`src/rtl/isx_pkg.sv`:
```
package isx_pkg;

  localparam int ADDR_W = 12;
  localparam int DATA_W = 8;
  localparam int WORD_W = 16;
  localparam int PTR_COUNT = 3;

  // opcode high bytes and field layout
  localparam logic [7:0] OP_MOVE_HI = 8'hEB;
  localparam logic [7:0] OP_SUB_HI = 8'hE9;
  localparam logic [7:0] OP_PUSH_HI = 8'hFA;
  localparam logic [3:0] SECOND_PREFIX = 4'hF;
  localparam logic [1:0] SEL_RETURN = 2'h3;
  localparam int OPC_HI = 15;
  localparam int OPC_LO = 8;
  localparam int PREFIX_LO = 12;
  localparam int MOVE_KIND_BIT = 7;
  localparam int SEL_HI = 7;
  localparam int SEL_LO = 6;
  localparam int LIT6_HI = 5;
  localparam int OFF7_HI = 6;
  localparam int LIT8_HI = 7;
  localparam int FADDR_HI = 11;
  localparam logic [WORD_W-1:0] NOP_WORD = 16'h0000;

  // indirect addressing registers: three groups of five, top address each
  localparam logic [ADDR_W-1:0] IND0_TOP = 12'hFEF;
  localparam logic [ADDR_W-1:0] IND1_TOP = 12'hFE7;
  localparam logic [ADDR_W-1:0] IND2_TOP = 12'hFDF;
  localparam logic [ADDR_W-1:0] IND_SPAN = 12'h005;

  // reset values, indirect read value and pointer step
  localparam logic [ADDR_W-1:0] PTR_RESET = 12'h000;
  localparam logic [DATA_W-1:0] DATA_RESET = 8'h00;
  localparam logic [DATA_W-1:0] IND_READ_VALUE = 8'h00;
  localparam logic [ADDR_W-1:0] PTR_STEP = 12'h001;

  // quarter phases of one instruction cycle, one core clock each
  localparam logic [1:0] PH_Q1 = 2'h0;
  localparam logic [1:0] PH_Q2 = 2'h1;
  localparam logic [1:0] PH_Q3 = 2'h2;
  localparam logic [1:0] PH_Q4 = 2'h3;

  typedef enum logic [1:0] {
    ST_IDLE = 2'b00,
    ST_SECOND = 2'b01,
    ST_RETNOP = 2'b11
  } isx_state_t;

endpackage : isx_pkg

```
`src/rtl/isx_exec.sv`:
```
// Summary of operation
// - first move form: prefix, offset, then absolute destination
// - source address is stack pointer plus offset
// - computed addresses wrap across full 12-bit space
// - indirect source register reads as zero
// - second move form: destination is pointer plus offset
// - indirect destination makes the second-form move a no-op
// - push writes literal at pointer, then decrements
// - subtract literal from selected pointer, flags untouched
// - selector three: subtract from stack pointer, return
// - return takes two cycles, second is no-op
// - extended opcodes only when config bit set
`timescale 1ns/1ns
module isx_exec (
  input wire logic core_clk,
  input wire logic reset_n,
  input wire logic extended_set_config_bit,
  input wire logic instr_valid,
  input wire logic [15:0] instr_word,
  input wire logic [7:0] mem_rd_data,
  output logic instr_take,
  output logic [11:0] mem_rd_addr,
  output logic [11:0] mem_wr_addr,
  output logic [7:0] mem_wr_data,
  output logic mem_wr_en,
  output logic return_load,
  output logic ext_claimed,
  output logic busy,
  output logic [11:0] file_select_pointer0,
  output logic [11:0] file_select_pointer1,
  output logic [11:0] software_stack_pointer
);

  function automatic logic is_indirect(input logic [11:0] a);
    is_indirect =
      (a <= isx_pkg::IND0_TOP && a > isx_pkg::IND0_TOP - isx_pkg::IND_SPAN) ||
      (a <= isx_pkg::IND1_TOP && a > isx_pkg::IND1_TOP - isx_pkg::IND_SPAN) ||
      (a <= isx_pkg::IND2_TOP && a > isx_pkg::IND2_TOP - isx_pkg::IND_SPAN);
  endfunction : is_indirect

  function automatic logic [11:0] offs_addr(input logic [11:0] base,
                                            input logic [6:0] off);
    offs_addr = base + {5'h00, off};
  endfunction : offs_addr

  logic [1:0] phase;
  logic q1;
  logic q4;

  isx_phase u_phase (
    .core_clk(core_clk),
    .reset_n(reset_n),
    .phase(phase),
    .q1(q1),
    .q4(q4)
  );

  isx_pkg::isx_state_t state;
  isx_pkg::isx_state_t next_state;
  logic [15:0] word;
  logic [15:0] next_word;
  logic [11:0] ptr [0:2];
  logic [11:0] next_ptr [0:2];
  logic [11:0] rd_addr;
  logic [11:0] next_rd_addr;
  logic [11:0] wr_addr;
  logic [11:0] next_wr_addr;
  logic [7:0] rd_hold;
  logic [7:0] next_rd_hold;
  logic [7:0] wr_data;
  logic [7:0] next_wr_data;
  logic wr_pend;
  logic next_wr_pend;
  logic ss_kind;
  logic next_ss_kind;

  logic ext_idle;
  logic dec_move;
  logic dec_push;
  logic dec_sub;
  logic dec_ret;
  logic second_ok;
  logic [1:0] sel;
  logic [11:0] lit12;
  logic [6:0] off7;
  logic [11:0] dest_addr;
  logic dest_ind;
  logic src_ind;

  assign sel = word[isx_pkg::SEL_HI:isx_pkg::SEL_LO];
  assign lit12 = {6'h00, word[isx_pkg::LIT6_HI:0]};
  assign off7 = word[isx_pkg::OFF7_HI:0];
  // extended decode only with the config bit set
  assign ext_idle = extended_set_config_bit &&
                    (state == isx_pkg::ST_IDLE);
  assign dec_move = ext_idle &&
    (word[isx_pkg::OPC_HI:isx_pkg::OPC_LO] == isx_pkg::OP_MOVE_HI);
  assign dec_push = ext_idle &&
    (word[isx_pkg::OPC_HI:isx_pkg::OPC_LO] == isx_pkg::OP_PUSH_HI);
  assign dec_sub = ext_idle &&
    (word[isx_pkg::OPC_HI:isx_pkg::OPC_LO] == isx_pkg::OP_SUB_HI) &&
    (sel != isx_pkg::SEL_RETURN);
  assign dec_ret = ext_idle &&
    (word[isx_pkg::OPC_HI:isx_pkg::OPC_LO] == isx_pkg::OP_SUB_HI) &&
    (sel == isx_pkg::SEL_RETURN);
  assign second_ok =
    (word[isx_pkg::OPC_HI:isx_pkg::PREFIX_LO] == isx_pkg::SECOND_PREFIX);
  // absolute or stack relative destination
  assign dest_addr = ss_kind ? offs_addr(ptr[2], off7)
                             : word[isx_pkg::FADDR_HI:0];
  assign dest_ind = is_indirect(dest_addr);
  assign src_ind = is_indirect(rd_addr);

  always_comb begin
    next_state = state;
    next_word = word;
    next_rd_addr = rd_addr;
    next_wr_addr = wr_addr;
    next_rd_hold = rd_hold;
    next_wr_data = wr_data;
    next_wr_pend = wr_pend;
    next_ss_kind = ss_kind;
    for (int i = 0; i < isx_pkg::PTR_COUNT; i++) begin
      next_ptr[i] = ptr[i];
    end
    if (q1) begin
      next_word = instr_valid ? instr_word : isx_pkg::NOP_WORD;
    end
    if (phase == isx_pkg::PH_Q2) begin
      case (state)
        isx_pkg::ST_IDLE: begin
          if (dec_move) begin
            next_rd_addr = offs_addr(ptr[2], off7);
          end
          if (dec_push) begin
            next_wr_addr = ptr[2];
            next_wr_data = word[isx_pkg::LIT8_HI:0];
            next_wr_pend = 1'b1;
          end
        end
        isx_pkg::ST_SECOND: begin
          next_wr_addr = dest_addr;
          next_wr_data = rd_hold;
          next_wr_pend = second_ok && !(ss_kind && dest_ind);
        end
        default: begin
          next_wr_pend = 1'b0;
        end
      endcase
    end
    if (q4) begin
      next_wr_pend = 1'b0;
      case (state)
        isx_pkg::ST_IDLE: begin
          if (dec_move) begin
            // source read closes the first cycle
            next_rd_hold = src_ind ? isx_pkg::IND_READ_VALUE
                                   : mem_rd_data;
            next_ss_kind = word[isx_pkg::MOVE_KIND_BIT];
            next_state = isx_pkg::ST_SECOND;
          end
          if (dec_push) begin
            next_ptr[2] = ptr[2] - isx_pkg::PTR_STEP;
          end
          for (int i = 0; i < isx_pkg::PTR_COUNT; i++) begin
            if (dec_sub && sel == 2'(i)) begin
              next_ptr[i] = ptr[i] - lit12;
            end
          end
          if (dec_ret) begin
            next_ptr[2] = ptr[2] - lit12;
            next_state = isx_pkg::ST_RETNOP;
          end
        end
        default: begin
          next_state = isx_pkg::ST_IDLE;
        end
      endcase
    end
  end

  always_ff @(posedge core_clk) begin
    if (!reset_n) begin
      state <= isx_pkg::ST_IDLE;
      word <= isx_pkg::NOP_WORD;
      rd_addr <= isx_pkg::PTR_RESET;
      wr_addr <= isx_pkg::PTR_RESET;
      rd_hold <= isx_pkg::DATA_RESET;
      wr_data <= isx_pkg::DATA_RESET;
      wr_pend <= 1'b0;
      ss_kind <= 1'b0;
      for (int i = 0; i < isx_pkg::PTR_COUNT; i++) begin
        ptr[i] <= isx_pkg::PTR_RESET;
      end
    end else begin
      state <= next_state;
      word <= next_word;
      rd_addr <= next_rd_addr;
      wr_addr <= next_wr_addr;
      rd_hold <= next_rd_hold;
      wr_data <= next_wr_data;
      wr_pend <= next_wr_pend;
      ss_kind <= next_ss_kind;
      for (int i = 0; i < isx_pkg::PTR_COUNT; i++) begin
        ptr[i] <= next_ptr[i];
      end
    end
  end

  assign instr_take = q1;
  assign mem_rd_addr = rd_addr;
  assign mem_wr_addr = wr_addr;
  assign mem_wr_data = wr_data;
  // write lands at the Q4 edge
  assign mem_wr_en = wr_pend && q4;
  assign return_load = dec_ret && q4;
  assign ext_claimed = dec_move || dec_push || dec_sub || dec_ret ||
                       (state != isx_pkg::ST_IDLE);
  assign busy = (state != isx_pkg::ST_IDLE);
  assign file_select_pointer0 = ptr[0];
  assign file_select_pointer1 = ptr[1];
  assign software_stack_pointer = ptr[2];

  property p_push;
    @(posedge core_clk) disable iff (!reset_n)
    (q4 && dec_push) |-> (mem_wr_en && mem_wr_addr == software_stack_pointer
      && mem_wr_data == word[7:0]) ##1
      (software_stack_pointer == $past(software_stack_pointer) - 12'h001);
  endproperty
  a_push: assert property (p_push) else $error("push write wrong");

  property p_sub0;
    @(posedge core_clk) disable iff (!reset_n)
    (q4 && dec_sub && sel == 2'h0) |=>
      (file_select_pointer0 == $past(file_select_pointer0) - $past(lit12))
      && $stable(software_stack_pointer);
  endproperty
  a_sub0: assert property (p_sub0) else $error("subtract wrong");

  property p_ret;
    @(posedge core_clk) disable iff (!reset_n)
    (q4 && dec_ret) |-> return_load ##1 (state == isx_pkg::ST_RETNOP &&
      software_stack_pointer == $past(software_stack_pointer) - $past(lit12)
      && $stable(file_select_pointer0) && $stable(file_select_pointer1));
  endproperty
  a_ret: assert property (p_ret) else $error("return form wrong");

  property p_retnop;
    @(posedge core_clk) disable iff (!reset_n)
    $rose(state == isx_pkg::ST_RETNOP) |->
      (state == isx_pkg::ST_RETNOP && !mem_wr_en && !return_load)[*4]
      ##1 (state == isx_pkg::ST_IDLE);
  endproperty
  a_retnop: assert property (p_retnop) else $error("no-op cycle");

  property p_src_addr;
    @(posedge core_clk) disable iff (!reset_n)
    (phase == isx_pkg::PH_Q3 && dec_move) |->
      (mem_rd_addr == software_stack_pointer + {5'h00, off7});
  endproperty
  a_src_addr: assert property (p_src_addr) else $error("src addr");

  property p_src_ind;
    @(posedge core_clk) disable iff (!reset_n)
    (q4 && dec_move) |=>
      (rd_hold == ($past(src_ind) ? 8'h00 : $past(mem_rd_data)));
  endproperty
  a_src_ind: assert property (p_src_ind) else $error("src value");

  property p_sf_dest;
    @(posedge core_clk) disable iff (!reset_n)
    (q4 && state == isx_pkg::ST_SECOND && !ss_kind && second_ok) |->
      (mem_wr_en && mem_wr_addr == word[11:0] && mem_wr_data == rd_hold);
  endproperty
  a_sf_dest: assert property (p_sf_dest) else $error("abs dest");

  property p_ss_dest;
    @(posedge core_clk) disable iff (!reset_n)
    (q4 && state == isx_pkg::ST_SECOND && ss_kind && second_ok && !dest_ind)
      |-> (mem_wr_en && mem_wr_addr ==
           software_stack_pointer + {5'h00, off7});
  endproperty
  a_ss_dest: assert property (p_ss_dest) else $error("idx dest");

  property p_ss_ind;
    @(posedge core_clk) disable iff (!reset_n)
    (state == isx_pkg::ST_SECOND && ss_kind && dest_ind && q4) |->
      !mem_wr_en ##1 (state == isx_pkg::ST_IDLE);
  endproperty
  a_ss_ind: assert property (p_ss_ind) else $error("ind dest");

  property p_move_len;
    @(posedge core_clk) disable iff (!reset_n)
    (q4 && dec_move) |=> (state == isx_pkg::ST_SECOND)[*4]
      ##1 (state == isx_pkg::ST_IDLE);
  endproperty
  a_move_len: assert property (p_move_len) else $error("move len");

  property p_disabled;
    @(posedge core_clk) disable iff (!reset_n)
    (q4 && !extended_set_config_bit && state == isx_pkg::ST_IDLE) |->
      (!mem_wr_en && !return_load) ##1 ($stable(software_stack_pointer) &&
      $stable(file_select_pointer0) && state == isx_pkg::ST_IDLE);
  endproperty
  a_disabled: assert property (p_disabled) else $error("ext off");

  property p_lone;
    @(posedge core_clk) disable iff (!reset_n)
    (q4 && state == isx_pkg::ST_IDLE && second_ok &&
     word[15:8] != isx_pkg::OP_PUSH_HI) |->
      (!mem_wr_en && !return_load) ##1 (state == isx_pkg::ST_IDLE &&
      $stable(software_stack_pointer));
  endproperty
  a_lone: assert property (p_lone) else $error("lone word");

endmodule : isx_exec

```
`src/rtl/isx_phase.sv`:
```
`timescale 1ns/1ns
module isx_phase (
  input wire logic core_clk,
  input wire logic reset_n,
  output logic [1:0] phase,
  output logic q1,
  output logic q4
);

  logic [1:0] next_phase;

  // free running quarter counter
  always_comb begin
    next_phase = phase + 2'h1;
  end

  always_ff @(posedge core_clk) begin
    if (!reset_n) begin
      phase <= isx_pkg::PH_Q1;
    end else begin
      phase <= next_phase;
    end
  end

  assign q1 = (phase == isx_pkg::PH_Q1);
  assign q4 = (phase == isx_pkg::PH_Q4);

endmodule : isx_phase

```
`config.mk`:
```
export PLATFORM = sky130hd
export DESIGN_NAME = isx_exec
export DESIGN_NICKNAME = d
export VERILOG_FILES = /design/src/rtl/isx_pkg.sv /design/src/rtl/isx_exec.sv /design/src/rtl/isx_phase.sv
export SDC_FILE = /design/constraint.sdc
export NUM_CORES = 1
export LEC_CHECK = 0
export BUFFER_PORTS_ARGS = -buffer_cell sky130_fd_sc_hd__buf_2
export CORE_AREA = 2 2 123 125
export DETAILED_ROUTE_END_ITERATION = 8
export DIE_AREA = 0 0 125 127
export GPL_ROUTABILITY_DRIVEN = 0
export PLACE_DENSITY = 0.63
export SYNTH_ARGS = -nofsm -noshare
export SYNTH_HDL_FRONTEND = slang
export SYNTH_SLANG_ARGS = --single-unit
```
`constraint.sdc`:
```
create_clock -name core_clk -period 7.4 [get_ports core_clk]
set_input_delay 0.74 -clock core_clk [delete_from_list [all_inputs] [get_ports core_clk]]
set_output_delay 0.74 -clock core_clk [all_outputs]
set_load 0.01 [all_outputs]
```
==> impl_results.rst <==
.. list-table::
   :header-rows: 1

   * - Metric
     - Value
   * - Hold buffer count at CTS
     - 0
   * - Mapped cell area
     - 5680 um2
   * - Static Leak
     - 2.67 nW
   * - Top cells by area, synth
     - sky130_fd_sc_hd__dfxtp_1, sky130_fd_sc_hd__nor2_1, sky130_fd_sc_hd__ha_1
   * - WHS
     - 459 ps
   * - Average vias per placed instance
     - 5.50
   * - Post-detail-place hpwl
     - 12400 um
   * - Sequential Power Share
     - 48.9%
   * - Relative max-transition margin
     - 31.7%
   * - Gr usage total
     - 21.4%
   * - Number of diodes added for antenna fixing
     - 0
   * - Largest area contributor in the netlist
     - sky130_fd_sc_hd__dfxtp_1
   * - Cell count of the worst reg-to-reg path
     - 9
   * - Top fanout value on the critical path
     - 7
   * - Final worst path period need
     - 3100 ps
   * - Worst stage delay on the critical path
     - 570 ps
   * - Cell-internal power
     - 0.829 mW
   * - CTS tree
     - yes
   * - Average wire per cell in the routed design
     - 16.9 um
   * - Cell breakdown of the critical path
     - inv_1 -> ha_1 -> nand2b_1 -> a211o_1 -> a311oi_1 -> nand4_1 -> and3_1 -> or3_1 -> a21oi_1
   * - Hold Violations, Final
     - 0
   * - Number of buffers and inverters on the critical path
     - 1
   * - Arrival time at the worst endpoint
     - 3390 ps
   * - Status
     - complete, no violations
   * - Switching Share
     - 25.4%
   * - Layout filler cell count
     - 1494
   * - Number of DRC violations after detailed routing
     - 0
   * - Crit path capture
     - mem_wr_addr[11]
   * - Pin count of the biggest net entering global routing
     - 88
   * - Cell type of the slowest stage on the worst timing path
     - sky130_fd_sc_hd__dfxtp_1
   * - Sum of internal, switching and leakage power
     - 1.11 mW
   * - Synth Area in Simple Gates
     - 26.8%
   * - Bufs on Longest Clock Path
     - 2
   * - FF+latch count, synth
     - 98
   * - DRT met1 WL
     - 7750 um
   * - Die ar.
     - 15900 um2
   * - Number of setup buffers added after CTS
     - 0
   * - Non-filler cells, final
     - 997
   * - Synth Area in XOR/XNOR
     - 2.47%
   * - Post-place setup slack
     - 4360 ps
   * - Starting density of the core
     - 39.4%
   * - Class of the worst hold path
     - flop to flop
   * - Antenna Violating Nets Remaining
     - 0
   * - Final core area utilization
     - 45.7%
   * - Post-synth cell types
     - 63
   * - Wire length of the first global-routing pass
     - 27200 um
   * - Most used flip-flop cell after synthesis
     - sky130_fd_sc_hd__dfxtp_1
   * - GR Overflow Total
     - 0
   * - Number of primary I/O pins
     - 101
   * - Ys async rst share
     - 0%
   * - Share of Yosys cell area claimed by the top area cell type
     - 34.5%
   * - Areal power density over the cells
     - 168 nW/um2
   * - Top delay family on crit path
     - simple AND/OR/NAND/NOR gates
   * - Layout area overhead
     - 16.0%
   * - Mean instance size in the synthesized netlist
     - 7.78 um2
   * - Crit start category
     - flop
   * - Number of global-route vias before repair
     - 4977
   * - Top Metal Used
     - met4
   * - Nets in the synthesized netlist
     - 792
   * - X dimension of the die
     - 125 um
   * - Share of synthesized area occupied by flip-flops and latches
     - 34.5%
   * - Mux contribution to synthesized area
     - 2.66%
   * - Core outline area
     - 14400 um2
   * - WL met2
     - 7630 um
   * - Final critical-path share of the clock period
     - 41.8%
   * - Synth Area in Compound Gates
     - 21.0%
   * - Number of clock buffers inserted by TritonCTS
     - 9
   * - Worst hold path cell count
     - 2
   * - Length of the first detailed-routing pass in iterations
     - 5
   * - Area of combinational cells with multiple inputs
     - 3450 um2
   * - Final sum of negative setup slack
     - 0 ps
   * - Levels on crit path
     - 9
   * - Area occupied by registers
     - 1960 um2
   * - Final worst slack
     - 4300 ps
   * - Peak supply drop
     - 0.166 mV
   * - Number of slew-limit violations in the final report
     - 0
   * - Worst clock skew
     - 6.73 ps
   * - Category of the critical setup timing path
     - flop to flop
   * - Finished layout cell area
     - 6590 um2
   * - Clock root buffer
     - sky130_fd_sc_hd__clkbuf_16
   * - Endpoint of the most critical register-to-register path
     - mem_wr_addr[11]
   * - Number of synthesized flops with an enable pin
     - 0
   * - Adder and majority cell fraction of the synthesized area
     - 7.79%
   * - Number of instances in the synthesized netlist
     - 731
   * - Wirelength, routed
     - 16800 um
   * - Final setup viols
     - 0
   * - Slew at the pin with the worst max-slew slack
     - 1020 ps
   * - Main combinational cell family by area after synthesis
     - simple AND/OR/NAND/NOR gates
   * - Critical Path Start
     - word[1]
   * - Fraction of final layout cells with drive strength greater than 1
     - 16.5%
   * - Slack of the worst reg-to-reg path
     - 4300 ps
   * - Most frequently used cell type in the post-synthesis netlist
     - sky130_fd_sc_hd__nor2_1
   * - Clk_lat worst skew
     - 360 ps
   * - Data required time at the worst endpoint
     - 7690 ps
   * - Top cells by instance count after synthesis
     - sky130_fd_sc_hd__nor2_1, sky130_fd_sc_hd__dfxtp_1, sky130_fd_sc_hd__nand2_1
   * - TritonCTS Sinks
     - 98
   * - Sw power
     - 0.282 mW
   * - Crit end category
     - flop
   * - Total placed instance area
     - 6300 um2
   * - Number of warnings printed during yosys synthesis
     - 0
   * - Max Freq
     - 323 MHz
   * - H-Tree Level Count
     - 3
   * - Floorplan row count
     - 44
   * - RSZ-0062 raised after global routing
     - false
   * - Cell total after placement
     - 981
   * - Share of power burned in the clock network
     - 41.6%
   * - Number of instances resized during post-cts repair
     - 0
   * - Nets@finish
     - 869
   * - # port buffers
     - 100
   * - Post-CTS clock slew at the launch and capture registers of the worst setup and hold paths
     - 70 ps
   * - Initial antenna violation count
     - 0
   * - Die height
     - 127 um
   * - Count of max-cap constraint violations
     - 0
   * - Count of routing violations after the opening detailed-route iteration
     - 440
   * - Met3 Routed Length
     - 1170 um
   * - Vias post-DR
     - 5483
   * - Origin of the critical flop-to-flop path
     - word[1]
   * - Combinational power share
     - 9.5%
## metal layers
| metal | vias up | track usage (%) |
|---|---|---|
| met2 | 209 | 34.2 |
| met3 | 23 | 4.06 |
| met4 | 0 | 6.01 |
| met5 | - | 0 |
| met1 | 2526 | 29.7 |
| li1 | 2725 | - |
## flip-flops by register name, indices dropped and copies added, names as in the netlist
register	flops
word	16
ptr	36
state	2
wr_pend	1
ss_kind	1
rd_hold	8
mem_wr_data	8
u_phase.phase	2
mem_rd_addr	12
mem_wr_addr	12
## logic make-up (layout without fill, tap and decap cells)
group | count (synthesis) | count (layout)
simple gates | 312 | 312
compound gates | 186 | 186
flops | 98 | 98
buf+inv | 71 | 153
fa+ha+maj | 33 | 33
xor+xnor | 16 | 16
mux | 15 | 15
## final cells by class
class,count,share of cell area [%]
multi-input cells,562,52.4
flip-flops and latches,98,29.8
inverters,33,1.88
repair buffers,104,8.05
well taps,184,3.49
clock inverters,3,0.342
clock buffers,13,4.10
## cell usage in the layout, fill, tap and decap left out, drive strengths merged, types with 2 or more instances in the layout
cell	synthesis	routed
nor2	108	108
buf	7	104
dfxtp	98	98
nand2	71	71
a21oi	68	68
o21ai	37	37
inv	32	33
ha	29	29
nor2b	28	28
nor3	17	17
or3	16	16
nand3	15	15
mux2i	14	14
clkbuf	31	13
a211oi	11	11
nand2b	10	10
a311oi	10	10
xnor2	9	9
nor4	9	9
and3	8	8
a2bb2oi	8	8
o31ai	8	8
a21boi	8	8
o21a	7	7
xor2	7	7
or4	7	7
or2	6	6
and2	5	5
o211ai	5	5
nand4	5	5
nand3b	4	4
fa	4	4
o41ai	3	3
o31a	3	3
clkinvlp	0	3
o311ai	2	2
o221a	2	2
## power by group through the flow
stage	combinational, mW	sequential [mW]	clock (mW)
2_1_floorplan	0.0750	0.550	0
3_3_place_gp	0.105	0.554	0
3_5_place_dp	0.105	0.554	0
4_1_cts	0.105	0.542	0.473
5_1_grt	0.118	0.543	0.495
6_report	0.106	0.543	0.462
## worst min path at each step
stage / slack (ps) / endpoint / from
final: 460 / mem_wr_addr[2] / mem_wr_addr[2]
after global routing: 470 / mem_wr_addr[2] / mem_wr_addr[2]
after CTS: 460 / mem_wr_addr[2] / mem_wr_addr[2]
after detailed placement: 440 / mem_wr_addr[2] / mem_wr_addr[2]
after global placement: 450 / mem_wr_addr[1] / mem_wr_addr[1]
after floorplan: 430 / u_phase.phase[0] / u_phase.phase[0]
## worst reg2reg max path, stage by stage (launching register included)
cell and delay (ps):
sky130_fd_sc_hd__dfxtp_1 570, sky130_fd_sc_hd__inv_1 200, sky130_fd_sc_hd__ha_1 320, sky130_fd_sc_hd__nand2b_1 210, sky130_fd_sc_hd__a211o_1 320, sky130_fd_sc_hd__a311oi_1 460, sky130_fd_sc_hd__nand4_1 220, sky130_fd_sc_hd__and3_1 260
sky130_fd_sc_hd__or3_1 350, sky130_fd_sc_hd__a21oi_1 120
Power figures use the tool's default switching activity.
